===== config.mk =====
export PLATFORM = sky130hd
export DESIGN_NAME = msb_sfr_bank
export DESIGN_NICKNAME = d
export VERILOG_FILES = /design/src/core/msb_pkg.sv /design/src/core/msb_reset_cause.sv /design/src/core/msb_sfr_bank.sv
export SDC_FILE = /design/constraint.sdc
export NUM_CORES = 2
export LEC_CHECK = 0
export ABC_AREA = 1
export BUFFER_PORTS_ARGS = -buffer_cell sky130_fd_sc_hd__buf_2
export CORE_ASPECT_RATIO = 0.9
export CORE_MARGIN = 1
export CORE_UTILIZATION = 30
export DETAILED_ROUTE_END_ITERATION = 16
export GPL_ROUTABILITY_DRIVEN = 0
export HOLD_SLACK_MARGIN = 0.06
export SLEW_MARGIN = 20
export SYNTH_ARGS = -nofsm -noshare
export SYNTH_HDL_FRONTEND = slang
export SYNTH_SLANG_ARGS = --single-unit

===== constraint.sdc =====
create_clock -name clk -period 3.92 [get_ports clk]
set_clock_uncertainty 0.05 [all_clocks]
set_input_delay 0.588 -clock clk [delete_from_list [all_inputs] [get_ports clk]]
set_output_delay 0.588 -clock clk [all_outputs]
set_load 0.02 [all_outputs]

===== src/core/msb_pkg.sv =====
// Addresses, field positions, layouts and reset values of the upper SFR bank
package msb_pkg;
	// Register addresses in the SFR space
	localparam logic [7:0] ADR_PORT0_PINS = 8'h80;
	localparam logic [7:0] ADR_STACK_POINTER = 8'h81;
	localparam logic [7:0] ADR_PORT0_OUT_CFG_A = 8'h84;
	localparam logic [7:0] ADR_PORT0_OUT_CFG_B = 8'h85;
	localparam logic [7:0] ADR_KEYPAD_MASK = 8'h86;
	localparam logic [7:0] ADR_POWER_CONTROL = 8'h87;
	localparam logic [7:0] ADR_TIMER_RUN_CONTROL = 8'h88;
	localparam logic [7:0] ADR_TIMER_MODE_SELECT = 8'h89;
	localparam logic [7:0] ADR_TIMER0_LOW_BYTE = 8'h8a;
	localparam logic [7:0] ADR_TIMER1_LOW_BYTE = 8'h8b;
	localparam logic [7:0] ADR_TIMER0_HIGH_BYTE = 8'h8c;
	localparam logic [7:0] ADR_TIMER1_HIGH_BYTE = 8'h8d;
	localparam logic [7:0] ADR_TIMER_AUX_MODE = 8'h8f;
	localparam logic [7:0] ADR_PORT1_PINS = 8'h90;
	localparam logic [7:0] ADR_PORT1_OUT_CFG_A = 8'h91;
	localparam logic [7:0] ADR_PORT1_OUT_CFG_B = 8'h92;
	localparam logic [7:0] ADR_KEYPAD_MATCH_PATTERN = 8'h93;
	localparam logic [7:0] ADR_KEYPAD_CONTROL = 8'h94;
	localparam logic [7:0] ADR_RC_OSC_TUNING = 8'h96;
	localparam logic [7:0] ADR_WATCHDOG_CONTROL = 8'ha7;
	localparam logic [7:0] ADR_POWER_CONTROL_AUX = 8'hb5;
	localparam logic [7:0] ADR_POWER_CONTROL_RESERVED = 8'hb6;
	localparam logic [7:0] ADR_IRQ_PRIORITY0_UPPER = 8'hb7;
	localparam logic [7:0] ADR_IRQ_PRIORITY0_LOWER = 8'hb8;
	localparam logic [7:0] ADR_WATCHDOG_RELOAD = 8'hc1;
	localparam logic [7:0] ADR_WATCHDOG_SERVICE_FIRST = 8'hc2;
	localparam logic [7:0] ADR_WATCHDOG_SERVICE_SECOND = 8'hc3;
	localparam logic [7:0] ADR_PROGRAM_STATUS = 8'hd0;
	localparam logic [7:0] ADR_RTC_CONTROL = 8'hd1;
	localparam logic [7:0] ADR_RTC_COUNT_HIGH = 8'hd2;
	localparam logic [7:0] ADR_RTC_COUNT_LOW = 8'hd3;
	localparam logic [7:0] ADR_RESET_CAUSE = 8'hdf;
	localparam logic [7:0] ADR_IRQ_ENABLE_SECOND = 8'he8;
	localparam logic [7:0] ADR_PORT0_INPUT_DISABLE = 8'hf6;
	localparam logic [7:0] ADR_IRQ_PRIORITY1_UPPER = 8'hf7;
	localparam logic [7:0] ADR_IRQ_PRIORITY1_LOWER = 8'hf8;
	// Non-zero reset values and the reset-cause mask
	localparam logic [7:0] RST_PORT_LATCH = 8'hff;
	localparam logic [7:0] RST_STACK_POINTER = 8'h07;
	localparam logic [7:0] RST_OUT_CFG_A = 8'hff;
	localparam logic [7:0] RST_KEYPAD_PATTERN = 8'hff;
	localparam logic [7:0] RST_WATCHDOG_CONTROL = 8'he5;
	localparam logic [7:0] RST_WATCHDOG_RELOAD = 8'hff;
	localparam logic [7:0] RST_RTC_CONTROL = 8'h60;
	localparam logic [7:0] RST_CAUSE_POR = 8'h30;
	localparam logic [7:0] MASK_RESET_CAUSE = 8'h37;
	// Field positions and the trim load cycle
	localparam int BIT_TIMER1_OVERFLOW = 7;
	localparam int BIT_TIMER0_OVERFLOW = 5;
	localparam int BIT_KEYPAD_FLAG = 0;
	localparam int BIT_WD_TIMEOUT_FLAG = 1;
	localparam int BIT_BROWNOUT_FLAG = 5;
	localparam int BIT_WATCHDOG_RESET_FLAG = 2;
	localparam int BIT_SOFTWARE_RESET_FLAG = 1;
	localparam int BIT_EXTERNAL_RESET_FLAG = 0;
	localparam logic [1:0] TRIM_LOAD_CYCLE = 2'h2;

	// Implemented bit positions of each register
	function automatic logic [7:0] impl_mask(input logic [7:0] a);
		case (a)
			ADR_PORT0_PINS, ADR_PORT0_OUT_CFG_A, ADR_PORT0_OUT_CFG_B: impl_mask = 8'hbe;
			ADR_KEYPAD_MASK, ADR_KEYPAD_MATCH_PATTERN: impl_mask = 8'h0c;
			ADR_TIMER_RUN_CONTROL: impl_mask = 8'hf0;
			ADR_TIMER_MODE_SELECT: impl_mask = 8'h33;
			ADR_TIMER_AUX_MODE: impl_mask = 8'h11;
			ADR_PORT1_PINS: impl_mask = 8'h24;
			ADR_PORT1_OUT_CFG_A, ADR_PORT1_OUT_CFG_B: impl_mask = 8'h04;
			ADR_KEYPAD_CONTROL: impl_mask = 8'h03;
			ADR_WATCHDOG_CONTROL: impl_mask = 8'he7;
			ADR_POWER_CONTROL_AUX: impl_mask = 8'hb0;
			ADR_IRQ_PRIORITY0_UPPER, ADR_IRQ_PRIORITY0_LOWER: impl_mask = 8'h6a;
			ADR_RTC_CONTROL: impl_mask = 8'he3;
			ADR_RESET_CAUSE: impl_mask = MASK_RESET_CAUSE;
			ADR_IRQ_ENABLE_SECOND, ADR_IRQ_PRIORITY1_UPPER,
			ADR_IRQ_PRIORITY1_LOWER: impl_mask = 8'h86;
			ADR_PORT0_INPUT_DISABLE: impl_mask = 8'h3e;
			ADR_POWER_CONTROL: impl_mask = 8'h3f;
			ADR_STACK_POINTER, ADR_TIMER0_LOW_BYTE,
			ADR_TIMER1_LOW_BYTE, ADR_TIMER0_HIGH_BYTE, ADR_TIMER1_HIGH_BYTE,
			ADR_RC_OSC_TUNING, ADR_WATCHDOG_RELOAD, ADR_WATCHDOG_SERVICE_FIRST,
			ADR_WATCHDOG_SERVICE_SECOND, ADR_PROGRAM_STATUS, ADR_RTC_COUNT_HIGH,
			ADR_RTC_COUNT_LOW: impl_mask = 8'hff;
			default: impl_mask = 8'h00;
		endcase
	endfunction
endpackage


===== src/core/msb_reset_cause.sv =====
// Reset-cause flag register with set-wins software update
module msb_reset_cause
(
	// Clock and power-on reset
	input wire logic clk,
	input wire logic rst_n,
	// Reset source events
	input wire logic wdt_reset_evt,
	input wire logic sw_reset_evt,
	input wire logic ext_reset_evt,
	input wire logic brownout_evt,
	// Software write
	input wire logic cause_wr,
	input wire logic [7:0] cause_wdata,
	// Flags
	output logic [7:0] cause_r
);
	logic [7:0] set_bits;

	always_comb
	begin
		set_bits = 8'h00;
		set_bits[msb_pkg::BIT_WATCHDOG_RESET_FLAG] = wdt_reset_evt;
		set_bits[msb_pkg::BIT_SOFTWARE_RESET_FLAG] = sw_reset_evt;
		set_bits[msb_pkg::BIT_EXTERNAL_RESET_FLAG] = ext_reset_evt;
		set_bits[msb_pkg::BIT_BROWNOUT_FLAG] = brownout_evt;
	end

	// A new reset event outranks a software clear in the same cycle
	always_ff @(posedge clk or negedge rst_n)
	begin
		if (!rst_n)
			cause_r <= msb_pkg::RST_CAUSE_POR;
		else if (cause_wr)
			cause_r <= (cause_wdata & msb_pkg::MASK_RESET_CAUSE) | set_bits;
		else
			cause_r <= cause_r | set_bits;
	end
endmodule


===== src/core/msb_sfr_bank.sv =====
// Upper special-function register bank with power-on and warm reset handling
module msb_sfr_bank
(
	// Clock and power-on reset
	input wire logic clk,
	input wire logic rst_n,
	// CPU SFR access
	input wire logic [7:0] sfr_addr,
	input wire logic sfr_wr,
	input wire logic sfr_rd,
	input wire logic sfr_bit_wr,
	input wire logic [2:0] sfr_bit_sel,
	input wire logic [7:0] sfr_wdata,
	output logic [7:0] sfr_rdata,
	// Warm reset sources, one-cycle pulses
	input wire logic wdt_reset_evt,
	input wire logic sw_reset_evt,
	input wire logic ext_reset_evt,
	input wire logic brownout_evt,
	// Hardware flag events
	input wire logic timer0_overflow_set,
	input wire logic timer1_overflow_set,
	input wire logic keypad_flag_set,
	// Pins and factory trim
	input wire logic [7:0] port0_pin_in,
	input wire logic [7:0] port1_pin_in,
	input wire logic [7:0] factory_trim,
	// Port drivers
	output logic [7:0] port0_out,
	output logic [7:0] port0_oe,
	output logic [7:0] port1_out,
	output logic [7:0] port1_oe,
	// Control towards other blocks
	output logic [7:0] osc_tuning,
	output logic [7:0] watchdog_control,
	output logic [7:0] power_control_aux
);
	logic [7:0] regs_r [256];
	logic [7:0] p0_meta_r;
	logic [7:0] p0_sync_r;
	logic [7:0] p1_meta_r;
	logic [7:0] p1_sync_r;
	logic [7:0] trim_meta_r;
	logic [7:0] trim_sync_r;
	logic [1:0] por_cnt_r;
	logic [7:0] rdata_r;
	logic [7:0] p0_out_r;
	logic [7:0] p0_oe_r;
	logic [7:0] p1_out_r;
	logic [7:0] p1_oe_r;
	logic [7:0] reset_cause;
	logic warm_any;
	logic bit_ok;
	logic wr_hit;
	logic cause_wr;
	logic [7:0] bit_one;
	logic [7:0] wr_val;
	logic [7:0] rd_val;

	// Reset value of each register
	function automatic logic [7:0] reset_val(input logic [7:0] a);
		case (a)
			msb_pkg::ADR_PORT0_PINS, msb_pkg::ADR_PORT1_PINS: reset_val = msb_pkg::RST_PORT_LATCH;
			msb_pkg::ADR_STACK_POINTER: reset_val = msb_pkg::RST_STACK_POINTER;
			msb_pkg::ADR_PORT0_OUT_CFG_A, msb_pkg::ADR_PORT1_OUT_CFG_A: reset_val = msb_pkg::RST_OUT_CFG_A;
			msb_pkg::ADR_KEYPAD_MATCH_PATTERN: reset_val = msb_pkg::RST_KEYPAD_PATTERN;
			msb_pkg::ADR_WATCHDOG_CONTROL: reset_val = msb_pkg::RST_WATCHDOG_CONTROL;
			msb_pkg::ADR_WATCHDOG_RELOAD: reset_val = msb_pkg::RST_WATCHDOG_RELOAD;
			msb_pkg::ADR_RTC_CONTROL: reset_val = msb_pkg::RST_RTC_CONTROL;
			default: reset_val = 8'h00;
		endcase
		reset_val = reset_val & msb_pkg::impl_mask(a);
	endfunction

	// Registers that only power-on reset touches
	function automatic logic por_only(input logic [7:0] a);
		case (a)
			msb_pkg::ADR_RTC_CONTROL, msb_pkg::ADR_RTC_COUNT_HIGH, msb_pkg::ADR_RTC_COUNT_LOW,
			msb_pkg::ADR_RC_OSC_TUNING, msb_pkg::ADR_WATCHDOG_CONTROL: por_only = 1'b1;
			default: por_only = 1'b0;
		endcase
	endfunction

	// Bit addressable registers sit on addresses ending in 0 or 8
	function automatic logic bit_addressable(input logic [7:0] a);
		bit_addressable = (a[2:0] == 3'h0) && (msb_pkg::impl_mask(a) != 8'h00);
	endfunction

	// Pin and trim synchronisers
	always_ff @(posedge clk or negedge rst_n)
	begin
		if (!rst_n)
		begin
			p0_meta_r <= 8'h00;
			p0_sync_r <= 8'h00;
			p1_meta_r <= 8'h00;
			p1_sync_r <= 8'h00;
			trim_meta_r <= 8'h00;
			trim_sync_r <= 8'h00;
		end
		else
		begin
			p0_meta_r <= port0_pin_in;
			p0_sync_r <= p0_meta_r;
			p1_meta_r <= port1_pin_in;
			p1_sync_r <= p1_meta_r;
			trim_meta_r <= factory_trim;
			trim_sync_r <= trim_meta_r;
		end
	end

	// Counts edges after power-on release until the trim is loaded
	always_ff @(posedge clk or negedge rst_n)
	begin
		if (!rst_n)
			por_cnt_r <= 2'h0;
		else if (por_cnt_r != 2'h3)
			por_cnt_r <= por_cnt_r + 2'h1;
	end

	always_comb
	begin
		warm_any = wdt_reset_evt | sw_reset_evt | ext_reset_evt | brownout_evt;
		bit_ok = bit_addressable(sfr_addr);
		bit_one = 8'(8'h01 << sfr_bit_sel);
		wr_hit = !warm_any && (sfr_wr || (sfr_bit_wr && bit_ok));
		cause_wr = wr_hit && (sfr_addr == msb_pkg::ADR_RESET_CAUSE);
		if (sfr_bit_wr)
			wr_val = (regs_r[sfr_addr] & ~bit_one) | (sfr_wdata[0] ? bit_one : 8'h00);
		else
			wr_val = sfr_wdata;
	end

	// Register array; warm resets leave the power-on-only group alone except the watchdog timeout flag, which a watchdog reset sets
	always_ff @(posedge clk or negedge rst_n)
	begin
		if (!rst_n)
		begin
			for (int i = 0; i < 256; i++)
				regs_r[i] <= reset_val(8'(i));
		end
		else
		begin
			if (warm_any)
			begin
				for (int i = 0; i < 256; i++)
					if (!por_only(8'(i)))
						regs_r[i] <= reset_val(8'(i));
			end
			else if (wr_hit)
				regs_r[sfr_addr] <= wr_val & msb_pkg::impl_mask(sfr_addr);
			if (por_cnt_r == msb_pkg::TRIM_LOAD_CYCLE)
				regs_r[msb_pkg::ADR_RC_OSC_TUNING] <= trim_sync_r;
			if (wdt_reset_evt)
				regs_r[msb_pkg::ADR_WATCHDOG_CONTROL][msb_pkg::BIT_WD_TIMEOUT_FLAG] <= 1'b1;
			if (timer1_overflow_set && !warm_any)
				regs_r[msb_pkg::ADR_TIMER_RUN_CONTROL][msb_pkg::BIT_TIMER1_OVERFLOW] <= 1'b1;
			if (timer0_overflow_set && !warm_any)
				regs_r[msb_pkg::ADR_TIMER_RUN_CONTROL][msb_pkg::BIT_TIMER0_OVERFLOW] <= 1'b1;
			if (keypad_flag_set && !warm_any)
				regs_r[msb_pkg::ADR_KEYPAD_CONTROL][msb_pkg::BIT_KEYPAD_FLAG] <= 1'b1;
		end
	end

	msb_reset_cause u_cause
	(
		.clk(clk),
		.rst_n(rst_n),
		.wdt_reset_evt(wdt_reset_evt),
		.sw_reset_evt(sw_reset_evt),
		.ext_reset_evt(ext_reset_evt),
		.brownout_evt(brownout_evt),
		.cause_wr(cause_wr),
		.cause_wdata(wr_val),
		.cause_r(reset_cause)
	);

	// Port registers read the pins, not the latches
	always_comb
	begin
		case (sfr_addr)
			msb_pkg::ADR_PORT0_PINS: rd_val = p0_sync_r;
			msb_pkg::ADR_PORT1_PINS: rd_val = p1_sync_r;
			msb_pkg::ADR_RESET_CAUSE: rd_val = reset_cause;
			msb_pkg::ADR_WATCHDOG_SERVICE_FIRST, msb_pkg::ADR_WATCHDOG_SERVICE_SECOND: rd_val = 8'h00;
			default: rd_val = regs_r[sfr_addr];
		endcase
	end

	// Unused bit positions read as zero, which software must not rely on
	always_ff @(posedge clk or negedge rst_n)
	begin
		if (!rst_n)
			rdata_r <= 8'h00;
		else if (sfr_rd)
			rdata_r <= rd_val & msb_pkg::impl_mask(sfr_addr);
	end

	// Driver enabled on implemented pins unless the pin is in input-only mode (A=1, B=0)
	always_ff @(posedge clk or negedge rst_n)
	begin
		if (!rst_n)
		begin
			p0_out_r <= 8'h00;
			p0_oe_r <= 8'h00;
			p1_out_r <= 8'h00;
			p1_oe_r <= 8'h00;
		end
		else
		begin
			p0_out_r <= regs_r[msb_pkg::ADR_PORT0_PINS];
			p0_oe_r <= ~(regs_r[msb_pkg::ADR_PORT0_OUT_CFG_A] & ~regs_r[msb_pkg::ADR_PORT0_OUT_CFG_B])
				& msb_pkg::impl_mask(msb_pkg::ADR_PORT0_OUT_CFG_A);
			p1_out_r <= regs_r[msb_pkg::ADR_PORT1_PINS];
			p1_oe_r <= ~(regs_r[msb_pkg::ADR_PORT1_OUT_CFG_A] & ~regs_r[msb_pkg::ADR_PORT1_OUT_CFG_B])
				& msb_pkg::impl_mask(msb_pkg::ADR_PORT1_OUT_CFG_A);
		end
	end

	assign sfr_rdata = rdata_r;
	assign port0_out = p0_out_r;
	assign port0_oe = p0_oe_r;
	assign port1_out = p1_out_r;
	assign port1_oe = p1_oe_r;
	assign osc_tuning = regs_r[msb_pkg::ADR_RC_OSC_TUNING];
	assign watchdog_control = regs_r[msb_pkg::ADR_WATCHDOG_CONTROL];
	assign power_control_aux = regs_r[msb_pkg::ADR_POWER_CONTROL_AUX];

	a_unimpl_read_zero: assert property (@(posedge clk) disable iff (!rst_n)
		sfr_rd && sfr_addr == msb_pkg::ADR_KEYPAD_MASK |=> (sfr_rdata & 8'hf3) == 8'h00)
		else $error("keypad mask read shows unimplemented bits");
	a_input_only_oe: assert property (@(posedge clk) disable iff (!rst_n)
		regs_r[msb_pkg::ADR_PORT0_OUT_CFG_A] == 8'hbe && regs_r[msb_pkg::ADR_PORT0_OUT_CFG_B] == 8'h00
		|=> port0_oe == 8'h00)
		else $error("port 0 drives while input-only");
	a_por_cause_value: assert property (@(posedge clk) disable iff (!rst_n)
		por_cnt_r == 2'h0 |-> reset_cause == 8'h30)
		else $error("reset cause wrong after power-on");
	a_rtc_keeps_warm: assert property (@(posedge clk) disable iff (!rst_n)
		warm_any |=> regs_r[msb_pkg::ADR_RTC_COUNT_HIGH] == $past(regs_r[msb_pkg::ADR_RTC_COUNT_HIGH])
		&& regs_r[msb_pkg::ADR_RTC_CONTROL] == $past(regs_r[msb_pkg::ADR_RTC_CONTROL]))
		else $error("warm reset disturbed RTC registers");
	a_trim_load_once: assert property (@(posedge clk) disable iff (!rst_n)
		por_cnt_r == 2'h2 |=> osc_tuning == $past(trim_sync_r) ##1 por_cnt_r == 2'h3)
		else $error("factory trim not loaded");
	a_watchdog_control_por_value: assert property (@(posedge clk) disable iff (!rst_n)
		por_cnt_r == 2'h0 |-> watchdog_control == 8'he5)
		else $error("watchdog control reset value wrong");
	a_wd_timeout_set: assert property (@(posedge clk) disable iff (!rst_n)
		wdt_reset_evt |=> watchdog_control[1] && reset_cause[2])
		else $error("watchdog reset not recorded");
	a_warm_port_cfg: assert property (@(posedge clk) disable iff (!rst_n)
		sw_reset_evt |=> regs_r[msb_pkg::ADR_PORT0_OUT_CFG_A] == 8'hbe
		&& regs_r[msb_pkg::ADR_PORT0_OUT_CFG_B] == 8'h00 && regs_r[msb_pkg::ADR_KEYPAD_MASK] == 8'h00)
		else $error("warm reset left port or keypad config");
	a_overflow_set_wins: assert property (@(posedge clk) disable iff (!rst_n)
		timer0_overflow_set && !warm_any |=> regs_r[msb_pkg::ADR_TIMER_RUN_CONTROL][5])
		else $error("timer 0 overflow lost");
	a_bit_write_local: assert property (@(posedge clk) disable iff (!rst_n)
		sfr_bit_wr && !sfr_wr && !warm_any && sfr_addr == msb_pkg::ADR_PROGRAM_STATUS
		|=> ((regs_r[msb_pkg::ADR_PROGRAM_STATUS] ^ $past(regs_r[msb_pkg::ADR_PROGRAM_STATUS]))
		& ~$past(bit_one)) == 8'h00)
		else $error("bit write disturbed other bits");

	// Field layouts: stored bits never leave the implemented positions
	a_keypad_mask_bits: assert property (@(posedge clk) disable iff (!rst_n)
		(regs_r[msb_pkg::ADR_KEYPAD_MASK] & 8'hf3) == 8'h00)
		else $error("keypad mask holds bits outside 3 and 2");
	a_prio0_fields: assert property (@(posedge clk) disable iff (!rst_n)
		(regs_r[msb_pkg::ADR_IRQ_PRIORITY0_UPPER] & 8'h95) == 8'h00)
		else $error("priority 0 high register holds unused bits");
	a_prio1_fields: assert property (@(posedge clk) disable iff (!rst_n)
		(regs_r[msb_pkg::ADR_IRQ_PRIORITY1_UPPER] & 8'h79) == 8'h00)
		else $error("priority 1 high register holds unused bits");
	a_pwr_aux_fields: assert property (@(posedge clk) disable iff (!rst_n)
		(power_control_aux & 8'h4f) == 8'h00)
		else $error("aux power control holds unused bits");
	a_timer_aux_fields: assert property (@(posedge clk) disable iff (!rst_n)
		(regs_r[msb_pkg::ADR_TIMER_AUX_MODE] & 8'hee) == 8'h00)
		else $error("timer aux mode holds unused bits");
	a_timer_run_control_fields: assert property (@(posedge clk) disable iff (!rst_n)
		(regs_r[msb_pkg::ADR_TIMER_RUN_CONTROL] & 8'h0f) == 8'h00)
		else $error("timer control holds unused bits");
	a_input_dis_fields: assert property (@(posedge clk) disable iff (!rst_n)
		(regs_r[msb_pkg::ADR_PORT0_INPUT_DISABLE] & 8'hc1) == 8'h00)
		else $error("input disable holds unused bits");
	a_trim_write_full: assert property (@(posedge clk) disable iff (!rst_n)
		sfr_wr && !sfr_bit_wr && !warm_any && sfr_addr == msb_pkg::ADR_RC_OSC_TUNING
		&& por_cnt_r != msb_pkg::TRIM_LOAD_CYCLE |=> osc_tuning == $past(sfr_wdata))
		else $error("oscillator tuning write lost bits");

	// Power-on-only group and reset-source bookkeeping
	a_rtc_count_por: assert property (@(posedge clk) disable iff (!rst_n)
		por_cnt_r == 2'h0 |-> regs_r[msb_pkg::ADR_RTC_COUNT_HIGH] == 8'h00
		&& regs_r[msb_pkg::ADR_RTC_COUNT_LOW] == 8'h00)
		else $error("RTC count not cleared by power-on");
	a_watchdog_control_kept_warm: assert property (@(posedge clk) disable iff (!rst_n)
		warm_any && !wdt_reset_evt |=> watchdog_control == $past(watchdog_control))
		else $error("warm reset changed watchdog control");
	a_trim_kept_warm: assert property (@(posedge clk) disable iff (!rst_n)
		warm_any && por_cnt_r == 2'h3 |=> osc_tuning == $past(osc_tuning))
		else $error("warm reset changed oscillator tuning");
	a_port_por_input: assert property (@(posedge clk) disable iff (!rst_n)
		por_cnt_r <= 2'h1 |-> port0_oe == 8'h00 && port1_oe == 8'h00)
		else $error("port driver on after power-on");
	a_warm_port_input: assert property (@(posedge clk) disable iff (!rst_n)
		warm_any |=> ##1 port0_oe == 8'h00 && port1_oe == 8'h00)
		else $error("port driver on after warm reset");
	a_warm_clears_prio: assert property (@(posedge clk) disable iff (!rst_n)
		warm_any |=> regs_r[msb_pkg::ADR_IRQ_PRIORITY0_UPPER] == 8'h00
		&& regs_r[msb_pkg::ADR_IRQ_PRIORITY1_UPPER] == 8'h00)
		else $error("warm reset left priority bits");
	a_brownout_recorded: assert property (@(posedge clk) disable iff (!rst_n)
		brownout_evt |=> reset_cause[msb_pkg::BIT_BROWNOUT_FLAG])
		else $error("brownout reset not recorded");
	a_ext_recorded: assert property (@(posedge clk) disable iff (!rst_n)
		ext_reset_evt |=> reset_cause[msb_pkg::BIT_EXTERNAL_RESET_FLAG])
		else $error("external reset not recorded");
	a_bit_write_ignored: assert property (@(posedge clk) disable iff (!rst_n)
		sfr_bit_wr && !sfr_wr && !bit_ok && !warm_any && sfr_addr == msb_pkg::ADR_TIMER_MODE_SELECT
		|=> regs_r[msb_pkg::ADR_TIMER_MODE_SELECT] == $past(regs_r[msb_pkg::ADR_TIMER_MODE_SELECT]))
		else $error("bit write changed a byte-only register");

	c_warm_wdt: cover property (@(posedge clk) disable iff (!rst_n) wdt_reset_evt);
	c_bit_write: cover property (@(posedge clk) disable iff (!rst_n) sfr_bit_wr && bit_ok);
	c_trim_load: cover property (@(posedge clk) disable iff (!rst_n) por_cnt_r == 2'h2);
	c_flag_clear_race: cover property (@(posedge clk) disable iff (!rst_n)
		timer1_overflow_set && wr_hit && sfr_addr == msb_pkg::ADR_TIMER_RUN_CONTROL);
	c_pin_read: cover property (@(posedge clk) disable iff (!rst_n)
		sfr_rd && sfr_addr == msb_pkg::ADR_PORT0_PINS);
endmodule


==> reports/qor.yml <==
synthesis:
  synth_top_area_share: 0.567
  yosysMostFrequentCell: "nor2_1"
  synth-async-reset-ratio: 1.00
  syn_area_per_cell_um2: 8.40
  synth_area_um2: 92500
  synth_top_flop_cell: "dfrtp_1"
  synth_edf_count: 0
  ys_seq_elements: 2134
  synthTopCellsByCount: "2,910 x nor2_1, 2,097 x dfrtp_1, 1,984 x inv_1"
  synth_area_leaders: "dfrtp_1 57%, nor2_1 12%, inv_1 8.0%"
  seq_area_frac_synth: 0.578
  ys_types: 50
  synth_top_cell_by_area: "dfrtp_1"
  yosys_warnings: 0
  synth_cells: 11014
cts:
  cts_buffer_depth: 3
  cts.clk_slew.worst_paths_ns: 0.06
  htreeDepth: 4
  cts_inserted_buffers: 214
  clk_latency_ns: 0.86
  cts_resized: 0
  cts_sinks: 2134
  cts_tree: "yes"
  cts_root_buf: "clkbuf_16"
global_routing:
  grt_max_degree: 106
  grt_pass1_vias: 71493
  grtUsageTotal: 0.189
  grt_overflow: 0
  grt_pass1_wl_um: 450000
  antenna_found_initial: 13
cells_and_area:
  final_util: 0.365
  n_fill_cell: 31243
  regMostFlops: "regs_r"
  drive_gt1_frac: 0.124
  multi_input_area_um2: 29300
  syn_to_final_growth_pct: 21.0
  nets: 11701
  largest_reg_flops: 2024
  seqCellArea_um2: 53400
worst_setup_path:
  cpPeakStageDelay_ns: 0.38
  worst_r2r_endpoint: "regs_r[857]"
  critPathArrivalTime_ns: 4.22
  slowest_stage: "o21ai_0"
  cp_common_cell: "nand2_1"
  start_kind: "input pin"
  end_kind: "flop"
  reg2reg_depth: 21
  crit_chain: "buf_8, buf_4, nor2_4, buf_12, buf_12, a21oi_1, nand2_1, nand2_1, nand2_1, o21ai_0, buf_4, nand2_1, nor2_1, nand2_1, nor2_1, buf_4, nand3_1, nand2_1, nand2_1, buf_12, nand3_1, nand2_1, inv_1"
  timing.rr.start: "regs_r[1273]"
  path_class: "input pin to flop"
  cp.required_ns: 4.67
  rrSetupSlack_ns: 0.65
  cp_max_fo: 17
hold_path:
  hold_class: "input pin to flop"
  hp-start: "sfr_wdata[5]"
  min_to: "regs_r[261]"
  holdPathStages: 4
drt:
  route.vias.total: 73075
  first_iter_violations: 7163
  drcViolationCount: 0
  drtAntennaViolNets: 0
  viasPerCell: 4.59
  drtPass1Iterations: 8
  routed_wl_um: 294000
  wire_per_inst_um: 18.4
power_and_ir_drop:
  powerDensity_nw_per_um2: 420
  p_leak_nw: 49.3
  vdd_ir_drop_max_v: 0.000411
sta:
  worstMarginPinSlew_ns: 1.11
  maxSlewHeadroom: 0.262
  min_period_ns: 3.47
  fmax_mhz: 288
  setup_viol: 0
  hold_viol: 0
  hold_ws_ns: 0.237
  rsz0062_at_grt: "false"
  drv_slew: 0
  fin_crit_sh: 0.885
floorplan:
  initial_core_util: 0.301
  die_w_um: 587
  ios: 119
  die_h_um: 529
  coreArea_um2: 307000
  die_area_um2: 311000
  num_rows: 193
flow_run:
  maxCapViolCount: 0
placement:
  portBuffers: 109
  dp_hpwl_um: 200000
run_status:
  status: "finished clean"
==> power by group <==
part	switching (mW)	internal (mW)	total, mW
logic	2.35	0.928	3.28
clock network	9.05	12.5	21.6
registers	0.0268	22.1	22.1
==> layer usage <==
| metal | global-route usage | part of all wire |
|---|---|---|
| met1 | 0.271 | 0.46 |
| met2 | 0.287 | 0.43 |
| met3 | 0.0362 | 0.075 |
| met4 | 0.0536 | 0.029 |
| met5 | 0 | 0.000085 |
==> worst max path at each step <==
stage           startpoint     endpoint  slack (ns)  cells past startpoint
3_3_place_gp   sfr_addr[0]  regs_r[867]       -0.31                     23
3_5_place_dp   sfr_addr[6]  regs_r[499]       -0.33                     18
6_report       sfr_addr[0]  regs_r[499]        0.45                     23
4_1_cts        sfr_addr[6]  regs_r[499]        0.57                     18
2_1_floorplan  sfr_addr[0]  regs_r[365]        0.95                     23
5_1_grt        sfr_addr[0]  regs_r[857]        0.26                     25
==> critical path, delay by kind of cell <==
kind	cells	cell delay [ns]
simple gates	13	1.63
compound gates	2	0.60
buf+inv	8	1.31
==> layout by cell type, fill, tap and decap left out, drive strengths merged, types with 2 or more instances in the layout <==
cell,instances
a221oi,2
nand2,1934
nand4,41
inv,2008
nor4,3
ha,2
diode,3
o21bai,6
o31ai,162
nand3b,5
dfrtp,2097
bufinv,18
clkinv,47
conb,9
dlygate4sd3,34
nor2,2919
nor3,17
o22ai,372
nand3,76
clkinvlp,6
clkbuf,325
buf,834
dfstp,37
a21oi,248
o21ai,536
or2,20
a22oi,56
a31oi,10
==> through the flow <==
| step | TNS [ns] | total power, mW | setup slack [ns] | area (um2) | cells |
|---|---|---|---|---|---|
| floorplan | 0 | 23.8 | 0.949 | 92500 | 11022 |
| global placement | -20.81 | 25.7 | -0.315 | 104000 | 15489 |
| detailed placement | -34.53 | 25.7 | -0.334 | 104000 | 15489 |
| CTS | 0 | 47.3 | 0.572 | 112000 | 15926 |
| global route | 0 | 48.4 | 0.264 | 112000 | 15928 |
| finish | 0 | 47.0 | 0.452 | 112000 | 15929 |
==> cell families (layout without fill, tap and decap cells) <==
kind of cell | after synthesis | after routing | share of synthesized area
AOI/OAI and AO/OA | 1398 | 1398 | 0.107
xor gates and xnor gates | 1 | 1 | 0.0000947
adders and majority gates | 2 | 2 | 0.000270
buffers and inverters | 2463 | 3272 | 0.107
DFF | 2134 | 2134 | 0.578
other | 1 | 12 | 0.0000405
and+or+nand+nor | 5015 | 5015 | 0.208
==> final cells by class <==
| class | instances | area share |
|---|---|---|
| repair buffers | 868 | 0.0804 |
| clock inverters | 78 | 0.00911 |
| inverters | 2001 | 0.0673 |
| diodes | 3 | 0.0000671 |
| multi-input cells | 6425 | 0.262 |
| flip-flops and latches | 2134 | 0.478 |
| clock buffers | 325 | 0.0574 |
| well taps | 4095 | 0.0458 |
==> what timing repair did <==
item / 4_1_cts / 5_1_grt
buffers inserted: 0 / 0
hold buffers: 34 / 0
endpoints found under the hold margin: 95 / 0
No activity file was read; power rests on OpenSTA's default activity.
